## config.mk

```make
export PLATFORM = sky130hd
export DESIGN_NAME = cct_core
export DESIGN_NICKNAME = d
export VERILOG_FILES = /design/src/rtl/cct_pkg.sv /design/src/rtl/cct_core.sv /design/src/rtl/cct_prescaler.sv
export SDC_FILE = /design/constraint.sdc
export NUM_CORES = 1
export LEC_CHECK = 0
export ABC_CLOCK_PERIOD_IN_PS = 6500
export BUFFER_PORTS_ARGS = -buffer_cell sky130_fd_sc_hd__buf_2
export CORE_MARGIN = 10
export CORE_UTILIZATION = 56
export CTS_CLUSTER_SIZE = 14
export DETAILED_ROUTE_END_ITERATION = 6
export PLACE_DENSITY = 0.81
export SLEW_MARGIN = 15
export SYNTH_ARGS = -nofsm -noshare
export SYNTH_HDL_FRONTEND = slang
export SYNTH_SLANG_ARGS = --single-unit
```

## constraint.sdc

```tcl
create_clock -name clk -period 6.5 [get_ports clk]
set_input_delay 0.65 -clock clk [delete_from_list [all_inputs] [get_ports clk]]
set_output_delay 0.65 -clock clk [all_outputs]
set_load 0.005 [all_outputs]
```

## src/rtl/cct_pkg.sv

```systemverilog
/*
 * cct_pkg: shared constants for the can core timing and mode control block.
 * Assumes an 8/16-bit memory-mapped register port with byte or word strobes.
 */
package cct_pkg;
	// register byte offsets within the memory-mapped block
	localparam logic [9:0] CCT_OFF_COMMAND    = 10'h270;
	localparam logic [9:0] CCT_OFF_STATUS     = 10'h271;
	localparam logic [9:0] CCT_OFF_BIT_TIMING = 10'h272;

	// reset values
	localparam logic [7:0]  CCT_COMMAND_RST    = 8'h01;
	localparam logic [7:0]  CCT_STATUS_RST     = 8'h00;
	localparam logic [15:0] CCT_BIT_TIMING_RST = 16'h0000;

	// command register fields
	localparam int CCT_CMD_RESET_REQUEST    = 0;
	localparam int CCT_CMD_TX_OUTPUT_TYPE   = 2;
	localparam int CCT_CMD_SLEEP_ENABLE     = 3;
	localparam int CCT_CMD_LISTEN_ONLY      = 5;
	localparam int CCT_CMD_SELF_TEST        = 6;
	localparam int CCT_CMD_RECEIVE_POLARITY = 7;
	localparam logic [7:0] CCT_CMD_WMASK    = 8'hED;

	// status register fields
	localparam int CCT_STS_SLEEP_READY     = 2;
	localparam int CCT_STS_RECEIVE_STATUS  = 3;
	localparam int CCT_STS_TRANSMIT_STATUS = 4;
	localparam int CCT_STS_ERROR_WARNING   = 5;
	localparam int CCT_STS_ERROR_PASSIVE   = 6;
	localparam int CCT_STS_BUS_STATUS      = 7;

	// bit timing register fields
	localparam int CCT_BT_SAMPLE_COUNT = 15;
	localparam int CCT_BT_SEG2_LSB     = 12;
	localparam int CCT_BT_SEG1_LSB     = 8;
	localparam int CCT_BT_SJW_LSB      = 6;
	localparam int CCT_BT_PRESC_LSB    = 0;

	// oscillator clocks per prescaler unit
	localparam int CCT_PRESC_MULT = 2;

	// bit timing segment states, one-hot
	typedef enum logic [2:0] {
		CCT_SEG_SYNC = 3'b001,
		CCT_SEG_ONE  = 3'b010,
		CCT_SEG_TWO  = 3'b100
	} cct_seg_t;
endpackage

```

## src/rtl/cct_core.sv

```systemverilog
/*
 * cct_core: bit timing, mode control and command/status registers of a can core.
 * Assumes a synchronous register port (cs, we, byte strobes, 16-bit data)
 * and bus/error events supplied by the protocol engine around it.
 */
`timescale 1ns/1ps
// Function
// - The system clock period is two oscillator clocks times prescaler plus one.
// - The bus is sampled once per bit with sampling bit 0 and three times with 1.
// - Each bit starts with a one-clock sync segment then segment one of field plus one clocks.
// - Segment two lasts its field plus one system clocks.
// - Resync on relevant edges shortens or lengthens a bit by at most jump width plus one clocks.
// - Bit timing fields sit at 15, 14:12, 11:8, 7:6, 5:0, written only in reset mode, word only.
// - After hardware reset the core is in reset mode with reset request set.
// - Software configures in reset mode and clearing reset request enters operation mode.
// - Underflow, bus-off, hardware reset or test mode set reset request again.
// - Command bits sit at 7,6,5,3,2,0, reset 01h, hardware may set bit 0.
// - Receive polarity selects inverted input at 1 and changes only in reset mode.
// - Self test drops the need for acknowledge and listen only selects listen mode.
// - Output type bit chooses push-pull at 0 and open-drain at 1.
// - With sleep enable set the transport logic idles when no transport interrupt is raised.
// - Status is read-only, resets to 00h, bits 7 to 2 kept by hardware.
// - Sleep ready is set only with no bus activity and no pending interrupt.
module cct_core import cct_pkg::*; #(
	parameter int PRESC_W = 6,
	parameter int SEG1_W  = 4,
	parameter int SEG2_W  = 3,
	parameter int SJW_W   = 2
) (
	// clock and reset
	input  wire logic        clk,
	input  wire logic        sys_rst,
	// register port
	input  wire logic        reg_cs,
	input  wire logic        reg_we,
	input  wire logic [9:0]  reg_addr,
	input  wire logic [1:0]  reg_byte_en,
	input  wire logic [15:0] reg_wdata,
	output logic      [15:0] reg_rdata,
	// protocol engine events and levels
	input  wire logic        tx_buffer_underflow,
	input  wire logic        bus_off,
	input  wire logic        test_mode,
	input  wire logic        error_passive,
	input  wire logic        error_warning,
	input  wire logic        transmit_status,
	input  wire logic        receive_status,
	input  wire logic        core_irq_pending,
	input  wire logic        transport_irq,
	// can bus pins
	input  wire logic        can_rx,
	input  wire logic        can_tx_bit,
	output logic             can_tx_o,
	output logic             can_tx_oe,
	// timing and mode outputs
	output logic             operation_mode,
	output logic             sample_strobe,
	output logic             sampled_bit,
	output logic             bit_start,
	output logic             self_test,
	output logic             listen_only,
	output logic             transport_idle
);
	logic [7:0]  command_reg;
	logic [7:0]  status_reg;
	logic [15:0] bit_timing_reg;
	cct_seg_t    seg_reg;
	cct_seg_t    seg_next;
	logic [4:0]  seg_cnt_reg;
	logic [4:0]  seg_cnt_next;
	logic [2:0]  sample_sh_reg;
	logic        rx_prev_reg;
	logic        sampled_reg;
	logic        sample_reg;
	logic        edge_seen_reg;

	// register decode
	wire        in_reset   = command_reg[CCT_CMD_RESET_REQUEST];
	wire        wr         = reg_cs && reg_we;
	wire        hit_cmd    = (reg_addr == CCT_OFF_COMMAND);
	wire        hit_cmd_w  = (reg_addr == CCT_OFF_BIT_TIMING - 10'h002);
	wire        hit_bt     = (reg_addr == CCT_OFF_BIT_TIMING);
	wire        wr_cmd     = wr && (hit_cmd || hit_cmd_w) && reg_byte_en[0];
	wire        wr_bt      = wr && hit_bt && (reg_byte_en == 2'b11) && in_reset;
	wire        hw_set_rr  = tx_buffer_underflow || bus_off || test_mode;

	// bit timing fields
	wire        sample_count_select = bit_timing_reg[CCT_BT_SAMPLE_COUNT];
	wire [SEG2_W-1:0]  phase_segment_two = bit_timing_reg[CCT_BT_SEG2_LSB +: SEG2_W];
	wire [SEG1_W-1:0]  phase_segment_one = bit_timing_reg[CCT_BT_SEG1_LSB +: SEG1_W];
	wire [SJW_W-1:0]   jump_width        = bit_timing_reg[CCT_BT_SJW_LSB +: SJW_W];
	wire [PRESC_W-1:0] clock_prescaler   = bit_timing_reg[CCT_BT_PRESC_LSB +: PRESC_W];

	// command fields
	wire receive_polarity = command_reg[CCT_CMD_RECEIVE_POLARITY];
	wire sleep_enable     = command_reg[CCT_CMD_SLEEP_ENABLE];
	wire tx_output_type   = command_reg[CCT_CMD_TX_OUTPUT_TYPE];

	// command write value; polarity kept while operating
	wire [7:0] cmd_wval  = reg_wdata[7:0] & CCT_CMD_WMASK;
	wire [7:0] cmd_wkeep = in_reset ? cmd_wval
		: {receive_polarity, cmd_wval[6:0]};

	// command register: hardware set of reset request wins over clear
	always_ff @(posedge clk) begin
		if (sys_rst) begin
			command_reg <= CCT_COMMAND_RST;
		end else if (wr_cmd) begin
			command_reg <= cmd_wkeep | {7'h00, hw_set_rr};
		end else if (hw_set_rr) begin
			command_reg[CCT_CMD_RESET_REQUEST] <= 1'b1;
		end
	end

	// bit timing register, word writes in reset mode only
	always_ff @(posedge clk) begin
		if (sys_rst) begin
			bit_timing_reg <= CCT_BIT_TIMING_RST;
		end else if (wr_bt) begin
			bit_timing_reg <= reg_wdata;
		end
	end

	// status register, hardware maintained, read only
	wire sleep_ok = !edge_seen_reg && !core_irq_pending && !transport_irq
		&& rx_prev_reg;
	always_ff @(posedge clk) begin
		if (sys_rst) begin
			status_reg <= CCT_STATUS_RST;
		end else begin
			status_reg <= {bus_off, error_passive, error_warning, transmit_status,
				receive_status, sleep_ok, 2'b00};
		end
	end

	// read mux; status byte sits high in the command word
	always_comb begin
		reg_rdata = 16'h0000;
		if (reg_cs && !reg_we) begin
			case (reg_addr)
				CCT_OFF_COMMAND:    reg_rdata = {8'h00, command_reg};
				CCT_OFF_STATUS:     reg_rdata = {8'h00, status_reg};
				CCT_OFF_BIT_TIMING: reg_rdata = bit_timing_reg;
				default:            reg_rdata = 16'h0000;
			endcase
			if (reg_addr == CCT_OFF_COMMAND && reg_byte_en == 2'b11) begin
				reg_rdata = {status_reg, command_reg};
			end
		end
	end

	// system clock tick
	wire tick;
	cct_prescaler #(
		.PRESC_W         (PRESC_W)
	) u_presc (
		.clk             (clk),
		.sys_rst         (sys_rst),
		.run             (operation_mode),
		.clock_prescaler (clock_prescaler),
		.tick            (tick)
	);

	// receive input with selectable polarity
	wire rx_in     = can_rx ^ receive_polarity;
	wire rx_edge   = tick && rx_prev_reg && !rx_in; // recessive to dominant
	wire resync_ok = rx_edge && !edge_seen_reg && seg_reg != CCT_SEG_SYNC;

	// segment lengths and jump limit
	wire [4:0] seg1_len = 5'(phase_segment_one) + 5'd1;
	wire [4:0] seg2_len = 5'(phase_segment_two) + 5'd1;
	wire [4:0] sjw_len  = 5'(jump_width) + 5'd1;
	wire [4:0] seg1_ext = (seg_cnt_reg < sjw_len) ? seg_cnt_reg : sjw_len;
	wire [4:0] seg2_rem = seg2_len - seg_cnt_reg;
	wire       seg2_cut = (seg2_rem <= sjw_len);

	// segment sequencer
	always_comb begin
		seg_next     = seg_reg;
		seg_cnt_next = seg_cnt_reg;
		if (tick) begin
			case (seg_reg)
				CCT_SEG_SYNC: begin
					seg_next     = CCT_SEG_ONE;
					seg_cnt_next = 5'd0;
				end
				CCT_SEG_ONE: begin
					if (resync_ok) begin
						// late edge: lengthen segment one
						seg_cnt_next = seg_cnt_reg - seg1_ext + 5'd1;
					end else if (seg_cnt_reg + 5'd1 >= seg1_len) begin
						seg_next     = CCT_SEG_TWO;
						seg_cnt_next = 5'd0;
					end else begin
						seg_cnt_next = seg_cnt_reg + 5'd1;
					end
				end
				CCT_SEG_TWO: begin
					if (resync_ok && seg2_cut) begin
						// early edge: shorten segment two, edge becomes sync
						seg_next     = CCT_SEG_ONE;
						seg_cnt_next = 5'd0;
					end else if (seg_cnt_reg + 5'd1 >= seg2_len) begin
						seg_next     = CCT_SEG_SYNC;
						seg_cnt_next = 5'd0;
					end else begin
						seg_cnt_next = seg_cnt_reg + 5'd1;
					end
				end
				default: begin
					seg_next     = CCT_SEG_SYNC;
					seg_cnt_next = 5'd0;
				end
			endcase
		end
	end

	// segment state flops
	always_ff @(posedge clk) begin
		if (sys_rst || !operation_mode) begin
			seg_reg     <= CCT_SEG_SYNC;
			seg_cnt_reg <= 5'd0;
		end else begin
			seg_reg     <= seg_next;
			seg_cnt_reg <= seg_cnt_next;
		end
	end

	// sample point: last clock of segment one
	wire at_sample = tick && seg_reg == CCT_SEG_ONE && !resync_ok
		&& (seg_cnt_reg + 5'd1 >= seg1_len);
	wire [2:0] shift_in  = {sample_sh_reg[1:0], rx_in};
	wire       majority  = (shift_in[0] & shift_in[1]) | (shift_in[1] & shift_in[2])
		| (shift_in[0] & shift_in[2]);
	wire       bit_value = sample_count_select ? majority : rx_in;

	// sample history, edge tracking, sampled bit
	always_ff @(posedge clk) begin
		if (sys_rst) begin
			sample_sh_reg <= 3'b111;
			rx_prev_reg   <= 1'b1;
			sampled_reg   <= 1'b1;
			sample_reg    <= 1'b0;
			edge_seen_reg <= 1'b0;
		end else begin
			if (tick) begin
				sample_sh_reg <= shift_in; // one sample per system clock
				rx_prev_reg   <= rx_in;
			end
			sample_reg <= at_sample;
			if (at_sample) begin
				sampled_reg <= bit_value;
			end
			// one resync per bit
			if (tick && seg_reg == CCT_SEG_SYNC) begin
				edge_seen_reg <= 1'b0;
			end else if (resync_ok || (rx_edge && seg_reg == CCT_SEG_SYNC)) begin
				edge_seen_reg <= 1'b1;
			end
		end
	end

	// transmit pad control
	wire tx_dom = !can_tx_bit && !listen_only; // listen only never drives dominant
	assign can_tx_o  = tx_output_type ? 1'b0 : !tx_dom ? 1'b1 : 1'b0;
	assign can_tx_oe = operation_mode && (tx_output_type ? tx_dom : 1'b1);

	// mode and control outputs
	assign operation_mode = !in_reset;
	assign self_test      = command_reg[CCT_CMD_SELF_TEST];
	assign listen_only    = command_reg[CCT_CMD_LISTEN_ONLY];
	assign transport_idle = sleep_enable && !transport_irq;
	assign sample_strobe  = sample_reg;
	assign sampled_bit    = sampled_reg;
	assign bit_start      = tick && seg_reg == CCT_SEG_SYNC;
endmodule // cct_core

```

## src/rtl/cct_prescaler.sv

```systemverilog
/*
 * cct_prescaler: makes the can system clock tick from the oscillator clock.
 * Assumes clk is the oscillator clock; tick is one clk cycle wide.
 */
`timescale 1ns/1ps
module cct_prescaler import cct_pkg::*; #(
	parameter int PRESC_W = 6
) (
	// clock and reset
	input  wire logic               clk,
	input  wire logic               sys_rst,
	// control
	input  wire logic               run,
	input  wire logic [PRESC_W-1:0] clock_prescaler,
	// system clock tick
	output logic                    tick
);
	localparam int CNT_W = PRESC_W + 2;

	logic [CNT_W-1:0] count_reg;
	wire  [CNT_W-1:0] period_last;
	wire              wrap;

	// period is 2*(prescaler+1) oscillator clocks
	assign period_last = CNT_W'(CCT_PRESC_MULT * (int'(clock_prescaler) + 1) - 1);
	assign wrap        = (count_reg >= period_last);

	// free count, held clear while not running
	always_ff @(posedge clk) begin
		if (sys_rst || !run || wrap) begin
			count_reg <= '0;
		end else begin
			count_reg <= count_reg + CNT_W'(1);
		end
	end

	assign tick = run && wrap;
endmodule // cct_prescaler

```

== Word level (Yosys, flattened, before mapping) ==
Index checks and enable logic that the tools add are counted.

* Order comparisons: 5
* Reduce and logical (&&, ||, !) cells: 42
* Bitwise gates (word level): 7
* Eq/ne operators: 11
* $add $sub $neg: 10
* Multiplexer cells: 21

{| class="wikitable"
|+ Operators with widths
! operator !! number
|-
| $pmux W16 S3 || 1
|-
| $mux W16 || 2
|-
| $eq A10 B10 Y1 const B || 3
|-
| $logic_and A1 B1 Y1 || 25
|-
| $mux W5 || 5
|-
| $mux W3 || 4
|-
| $add A5 B1 Y5 const B || 2
|-
| $pmux W5 S2 || 1
|-
| $logic_not A1 Y1 || 9
|-
| $pmux W3 S3 || 1
|-
| $add A8 B1 Y8 const B || 1
|-
| $ge A8 B8 Y1 || 1
|-
| $mux W8 || 1
|-
| $or A8 B1 Y8 || 1
|-
| $sub A8 B2 Y8 const B || 1
|-
| $add A6 B1 Y7 const B || 1
|-
| $mux W1 || 6
|-
| $add A4 B1 Y5 const B || 1
|-
| $ge A5 B4 Y1 || 1
|-
| $ge A5 B5 Y1 || 1
|-
| $le A5 B3 Y1 || 1
|-
| $logic_or A1 B1 Y1 || 5
|-
| $lt A5 B3 Y1 || 1
|-
| $sub A4 B5 Y5 || 1
|-
| other kinds (16) || 20
|}

* Flip-flop bits (word level): 54
* Input bits: 43
* Output and inout port bits: 25
* Logic and storage cells: 109

== Longest topological paths before layout ==
* Word-level depth: 11
* Mapped depth: 17
* Depth with buffers taken out: 17

== Cells and area by module ==
Synthesis repeated with hierarchy kept, for this count alone.

* Cell total of the unflattened synthesis: 424
* Area total of the unflattened synthesis: 3507.1 µm²

{| class="wikitable"
|+ Modules (own cells, without submodules)
! module !! times used !! area an instance (µm²) !! cells each !! sequential area each (µm²)
|-
| cct_core || 1 || 2765.2 || 343 || 820.8
|-
| cct_prescaler || 1 || 742.0 || 81 || 160.2
|}

== Least setup slack after synthesis ==
OpenSTA, ideal clock, no wires.

* Kind: reg2out
* Start point: register bit_timing_reg[0]
* End point: output bit_start
* Data required time: 5.850 ns
* Buffers on the path: 1
* Setup slack: 3.322 ns
* Cell stages (with the launch flop): 12
* Arrival: 2.528 ns
* Cells stage by stage: dfxtp_1 ha_1 o31ai_1 nand2_1 mux2_2 a31oi_1 ha_1 and4_1 and2_1 a22oi_1 buf_2 nor2_1

* Longest elaborated chain between the ends: 5

{| class="wikitable"
|+ Ends and longest elaborated chain
! what !! line !! RTL
|-
| start, declared || cct_core.sv:66 || <nowiki>logic [15:0] bit_timing_reg;</nowiki>
|-
| start signal, assigned || cct_core.sv:120 || <nowiki>bit_timing_reg <= reg_wdata;</nowiki>
|-
| $add A6 B1 Y7 || cct_prescaler.sv:25 || <nowiki>assign period_last = CNT_W'(CCT_PRESC_MULT * (int'(clock_prescaler) + 1) - 1);</nowiki>
|-
| $sub A8 B2 Y8 || cct_prescaler.sv:25 ||
|-
| $ge A8 B8 Y1 || cct_prescaler.sv:26 || <nowiki>assign wrap = (count_reg >= period_last);</nowiki>
|-
| $logic_and A1 B1 Y1 || cct_prescaler.sv:37 || <nowiki>assign tick = run && wrap;</nowiki>
|-
| $logic_and A1 B1 Y1 || cct_core.sv:275 || <nowiki>assign bit_start = tick && seg_reg == CCT_SEG_SYNC;</nowiki>
|-
| end, declared || cct_core.sv:59 || <nowiki>output logic bit_start,</nowiki>
|}

Every way passes these cells.

== Worst setup path after layout ==
Ends and elaborated chain as after synthesis.

==> results.sh <==
export IMPL_outcome="complete, no violations"
export IMPL_ctsHtreeMaxLevel=2
export IMPL_io_buffer_count=67
export IMPL_r2r_slack_ns=2.81
export IMPL_hold_viol_final=0
export IMPL_comb_power_share_pct=5.2
export IMPL_max_stage_delay_ns=0.72
export IMPL_clockBufferDepth=2
export IMPL_grt_util_met1_pct=19.9
export IMPL_syn_cell_area_um2=3420
export IMPL_cts_root_buf="clkbuf_8"
export IMPL_grt_pass1_vias=3029
export IMPL_hold_class="input port to flop"
export IMPL_fin_skew_ns=0.00686
export IMPL_post_cts_buffers=0
export IMPL_dp_cells=532
export IMPL_final_nets=548
export IMPL_drcViolationCount=0
export IMPL_synthFlopType="dfxtp_1"
export IMPL_path_cells="ha_1 > and3_1 > xnor2_1 > nand4b_1 > xnor2_1 > ha_1 > and4_1 > and2_1 > a22oi_1 > nor2_1 > buf_2"
export IMPL_overflow=0
export IMPL_multi_input_area_um2=2280
export IMPL_hold_buffers=0
export IMPL_rows=28
export IMPL_period_needed_ns=4.25
export IMPL_place_congestion=0.922
export IMPL_cts_resized=0
export IMPL_slew_viol_final=0
export IMPL_finalSetupViolCount=0
export IMPL_hpwl_um=6970
export IMPL_grt_pass1_wl_um=14100
export IMPL_antennaDiodeCount=0
export IMPL_fmax_mhz=235
export IMPL_worstSetupPathType="flop to output port"
export IMPL_synth_edf_count=0
export IMPL_rsz0062_at_grt="false"
export IMPL_setup_tns_final_ns=0
export IMPL_cap_violations=0
export IMPL_crit_slowest_cell="a22oi_1"
export IMPL_startpoint_type="flop"
export IMPL_antenna_found_initial=0
export IMPL_ys_seq_area_share_pct=28.7
export IMPL_avgSynthCellArea_um2=8.52
export IMPL_grt_use_total_pct=17.2
export IMPL_finalCritPeriodShare_pct=65.3
export IMPL_synth_cell_types=55
export IMPL_clock_sinks=49
export IMPL_synth_nets=486
export IMPL_p_leak_nw=1.75
export IMPL_via_per_inst=5.76
export IMPL_critical_path_buf_inv_count=1
export IMPL_sw_frac_of_total_pct=23.9
export IMPL_first_iter_violations=111
export IMPL_worst_slew_pin_slew_ns=0.961
export IMPL_syn_to_final_growth_pct=13.5
export IMPL_coreArea_um2=5920
export IMPL_cts_buffers=5
export IMPL_drive_above_1_share_pct=19.1
export IMPL_arrival_ns=3.60
export IMPL_p_sw_uw=123
export IMPL_grtUsageMet2_pct=29.9
export IMPL_end_kind="output port"
export IMPL_async_flop_share_pct=0
export IMPL_ys_seq_elements=49
export IMPL_fillers=498
export IMPL_critical_path_max_fanout=13
export IMPL_syn_inst=402
export IMPL_drtAntennaViolNets=0
export IMPL_cts_tree="yes"
export IMPL_wl_um=8700
export IMPL_die_w_um=98.2
export IMPL_clk_latency_ns=0.30
export IMPL_ioPinCount=68
export IMPL_die_area_um2=9640
export IMPL_vias=3110
export IMPL_largest_reg_flops=16
export IMPL_fin_hold_ws_ns=0.494
export IMPL_grt_max_degree=32
export IMPL_grt_busiest_layer="met2"
export IMPL_register_area_um2=981
export IMPL_clkTransAtPathRegs_ns=0.10
export IMPL_yosysWarnings=0
export IMPL_p_clk_share_pct=35.9
export IMPL_layout_cells_non_filler=540
export IMPL_seqPwrFrac_pct=58.9
export IMPL_initial_utilization_pct=57.8
export IMPL_die_y_um=98.2
export IMPL_max_slew_margin_rel_pct=35.9
export IMPL_dr_pass1_iters=4
export IMPL_wire_per_inst_um=16.1
export IMPL_crit_family="simple AND/OR/NAND/NOR gates"
export IMPL_p_int_uw=392
export IMPL_vdd_drop_max_mv=0.0945
export IMPL_p_per_area_nw_per_um2=133
export IMPL_required_ns=5.85
export IMPL_met3_usage_pct=3.66
==> metal layers <==
metal	vias to the layer above	wire length, um
met5	-	0
met4	0	231
met3	19	541
met2	91	4330
met1	1457	3600
li1	1543	-
==> worst paths after layout <==
path                                        start            end  cells past startpoint
worst max-delay path            bit_timing_reg[0]      bit_start                     11
worst min-delay path             core_irq_pending  status_reg[2]                      2
worst min register to register        sampled_bit    sampled_bit                      2
worst max register to register  bit_timing_reg[0]     seg_reg[1]                     13
==> cell usage in the layout (no fill, tap or decap), types with 3 or more instances in the layout <==
master / synthesis / layout
o21ai_1: 3 / 3
clkbuf_8: 0 / 5
a31oi_1: 3 / 3
a21o_1: 4 / 4
nand2b_1: 5 / 5
mux2i_1: 23 / 23
buf_2: 3 / 67
nand3_1: 14 / 14
nor3_1: 3 / 3
a22oi_1: 9 / 9
nand2_1: 27 / 27
dfxtp_1: 49 / 49
xnor2_1: 15 / 15
nor4_1: 3 / 3
nor2b_1: 9 / 9
o21ai_0: 10 / 10
xor2_1: 11 / 11
o31ai_1: 3 / 3
mux2_2: 6 / 6
a21oi_1: 16 / 16
nor2_1: 53 / 53
a22o_1: 6 / 6
and3_1: 9 / 9
ha_1: 39 / 39
nand3b_1: 4 / 4
o211ai_1: 4 / 4
a211oi_1: 3 / 3
and2_1: 3 / 3
inv_1: 26 / 26
==> power groups by stage <==
stage / registers (mW) / logic [mW] / clock network, mW
2_1_floorplan: 0.309 / 0.0104 / 0
3_3_place_gp: 0.310 / 0.0261 / 0
3_5_place_dp: 0.310 / 0.0265 / 0
4_1_cts: 0.303 / 0.0267 / 0.191
5_1_grt: 0.303 / 0.0294 / 0.202
6_report: 0.303 / 0.0266 / 0.185
==> synthesized netlist by cell type, drive strengths merged (2+ instances only) <==
cell	count	area (um^2)
a211oi	3	22.5
a21o	4	30.0
a21oi	16	80.1
a22o	6	52.6
a22oi	9	67.6
a31o	2	17.5
a31oi	3	18.8
and2	4	25.0
and3	9	56.3
and4	2	17.5
buf	6	37.5
clkbuf	6	22.5
dfxtp	49	981
fa	2	40.0
ha	39	488
inv	27	101
mux2	6	67.6
mux2i	23	230
nand2	27	101
nand2b	5	31.3
nand3	14	70.1
nand3b	4	30.0
nand4	3	25.0
nor2	53	199
nor2b	9	56.3
nor3	5	35.0
nor4	4	31.3
o211ai	4	30.0
o21a	2	15.0
o21ai	13	65.1
o31ai	3	22.5
or3	2	12.5
xnor2	15	131
xor2	11	96.3
==> worst reg2reg max path, stage by stage (launching register included) <==
cell and delay [ns]:
dfxtp_1 0.51, ha_1 0.31, and3_1 0.25, xnor2_1 0.19
nand4b_1 0.18, xnor2_1 0.17, ha_1 0.29, and4_1 0.21
and2_1 0.15, a22oi_1 0.72, nor2_1 0.18, nand3_1 0.14
mux2i_1 0.07, a41o_1 0.23
==> stage by stage <==
step           instance area [um^2]  power, mW  setup slack [ns]  util [%]
2_1_floorplan                  3420      0.320              3.32         -
3_3_place_gp                   3790      0.336              2.76      64.1
3_5_place_dp                   3790      0.337              2.65      64.1
4_1_cts                        3880      0.521              2.29      65.6
5_1_grt                        3880      0.534              1.90      65.6
6_report                       3880      0.515              2.25      65.6
==> final cells by class <==
class                      count  area share, %
clock buffer                   5           1.77
clock inverter                 3          0.580
inverter                      27           2.61
multi-input combinational    314           58.7
sequential                    49           25.3
tap                           75           2.42
timing repair buffer          67           8.63
==> cell families (layout without fill, tap and decap cells) <==
group	after synthesis	count (layout)	synth area share, %
adders and majority gates	41	41	15.4
muxes	29	29	8.70
AOI/OAI and AO/OA	72	72	14.3
DFF	49	49	28.7
buffers and inverters	39	102	4.71
xor gates and xnor gates	26	26	6.65
and+or+nand+nor	146	146	21.6
No activity file was read; power rests on OpenSTA's default activity.
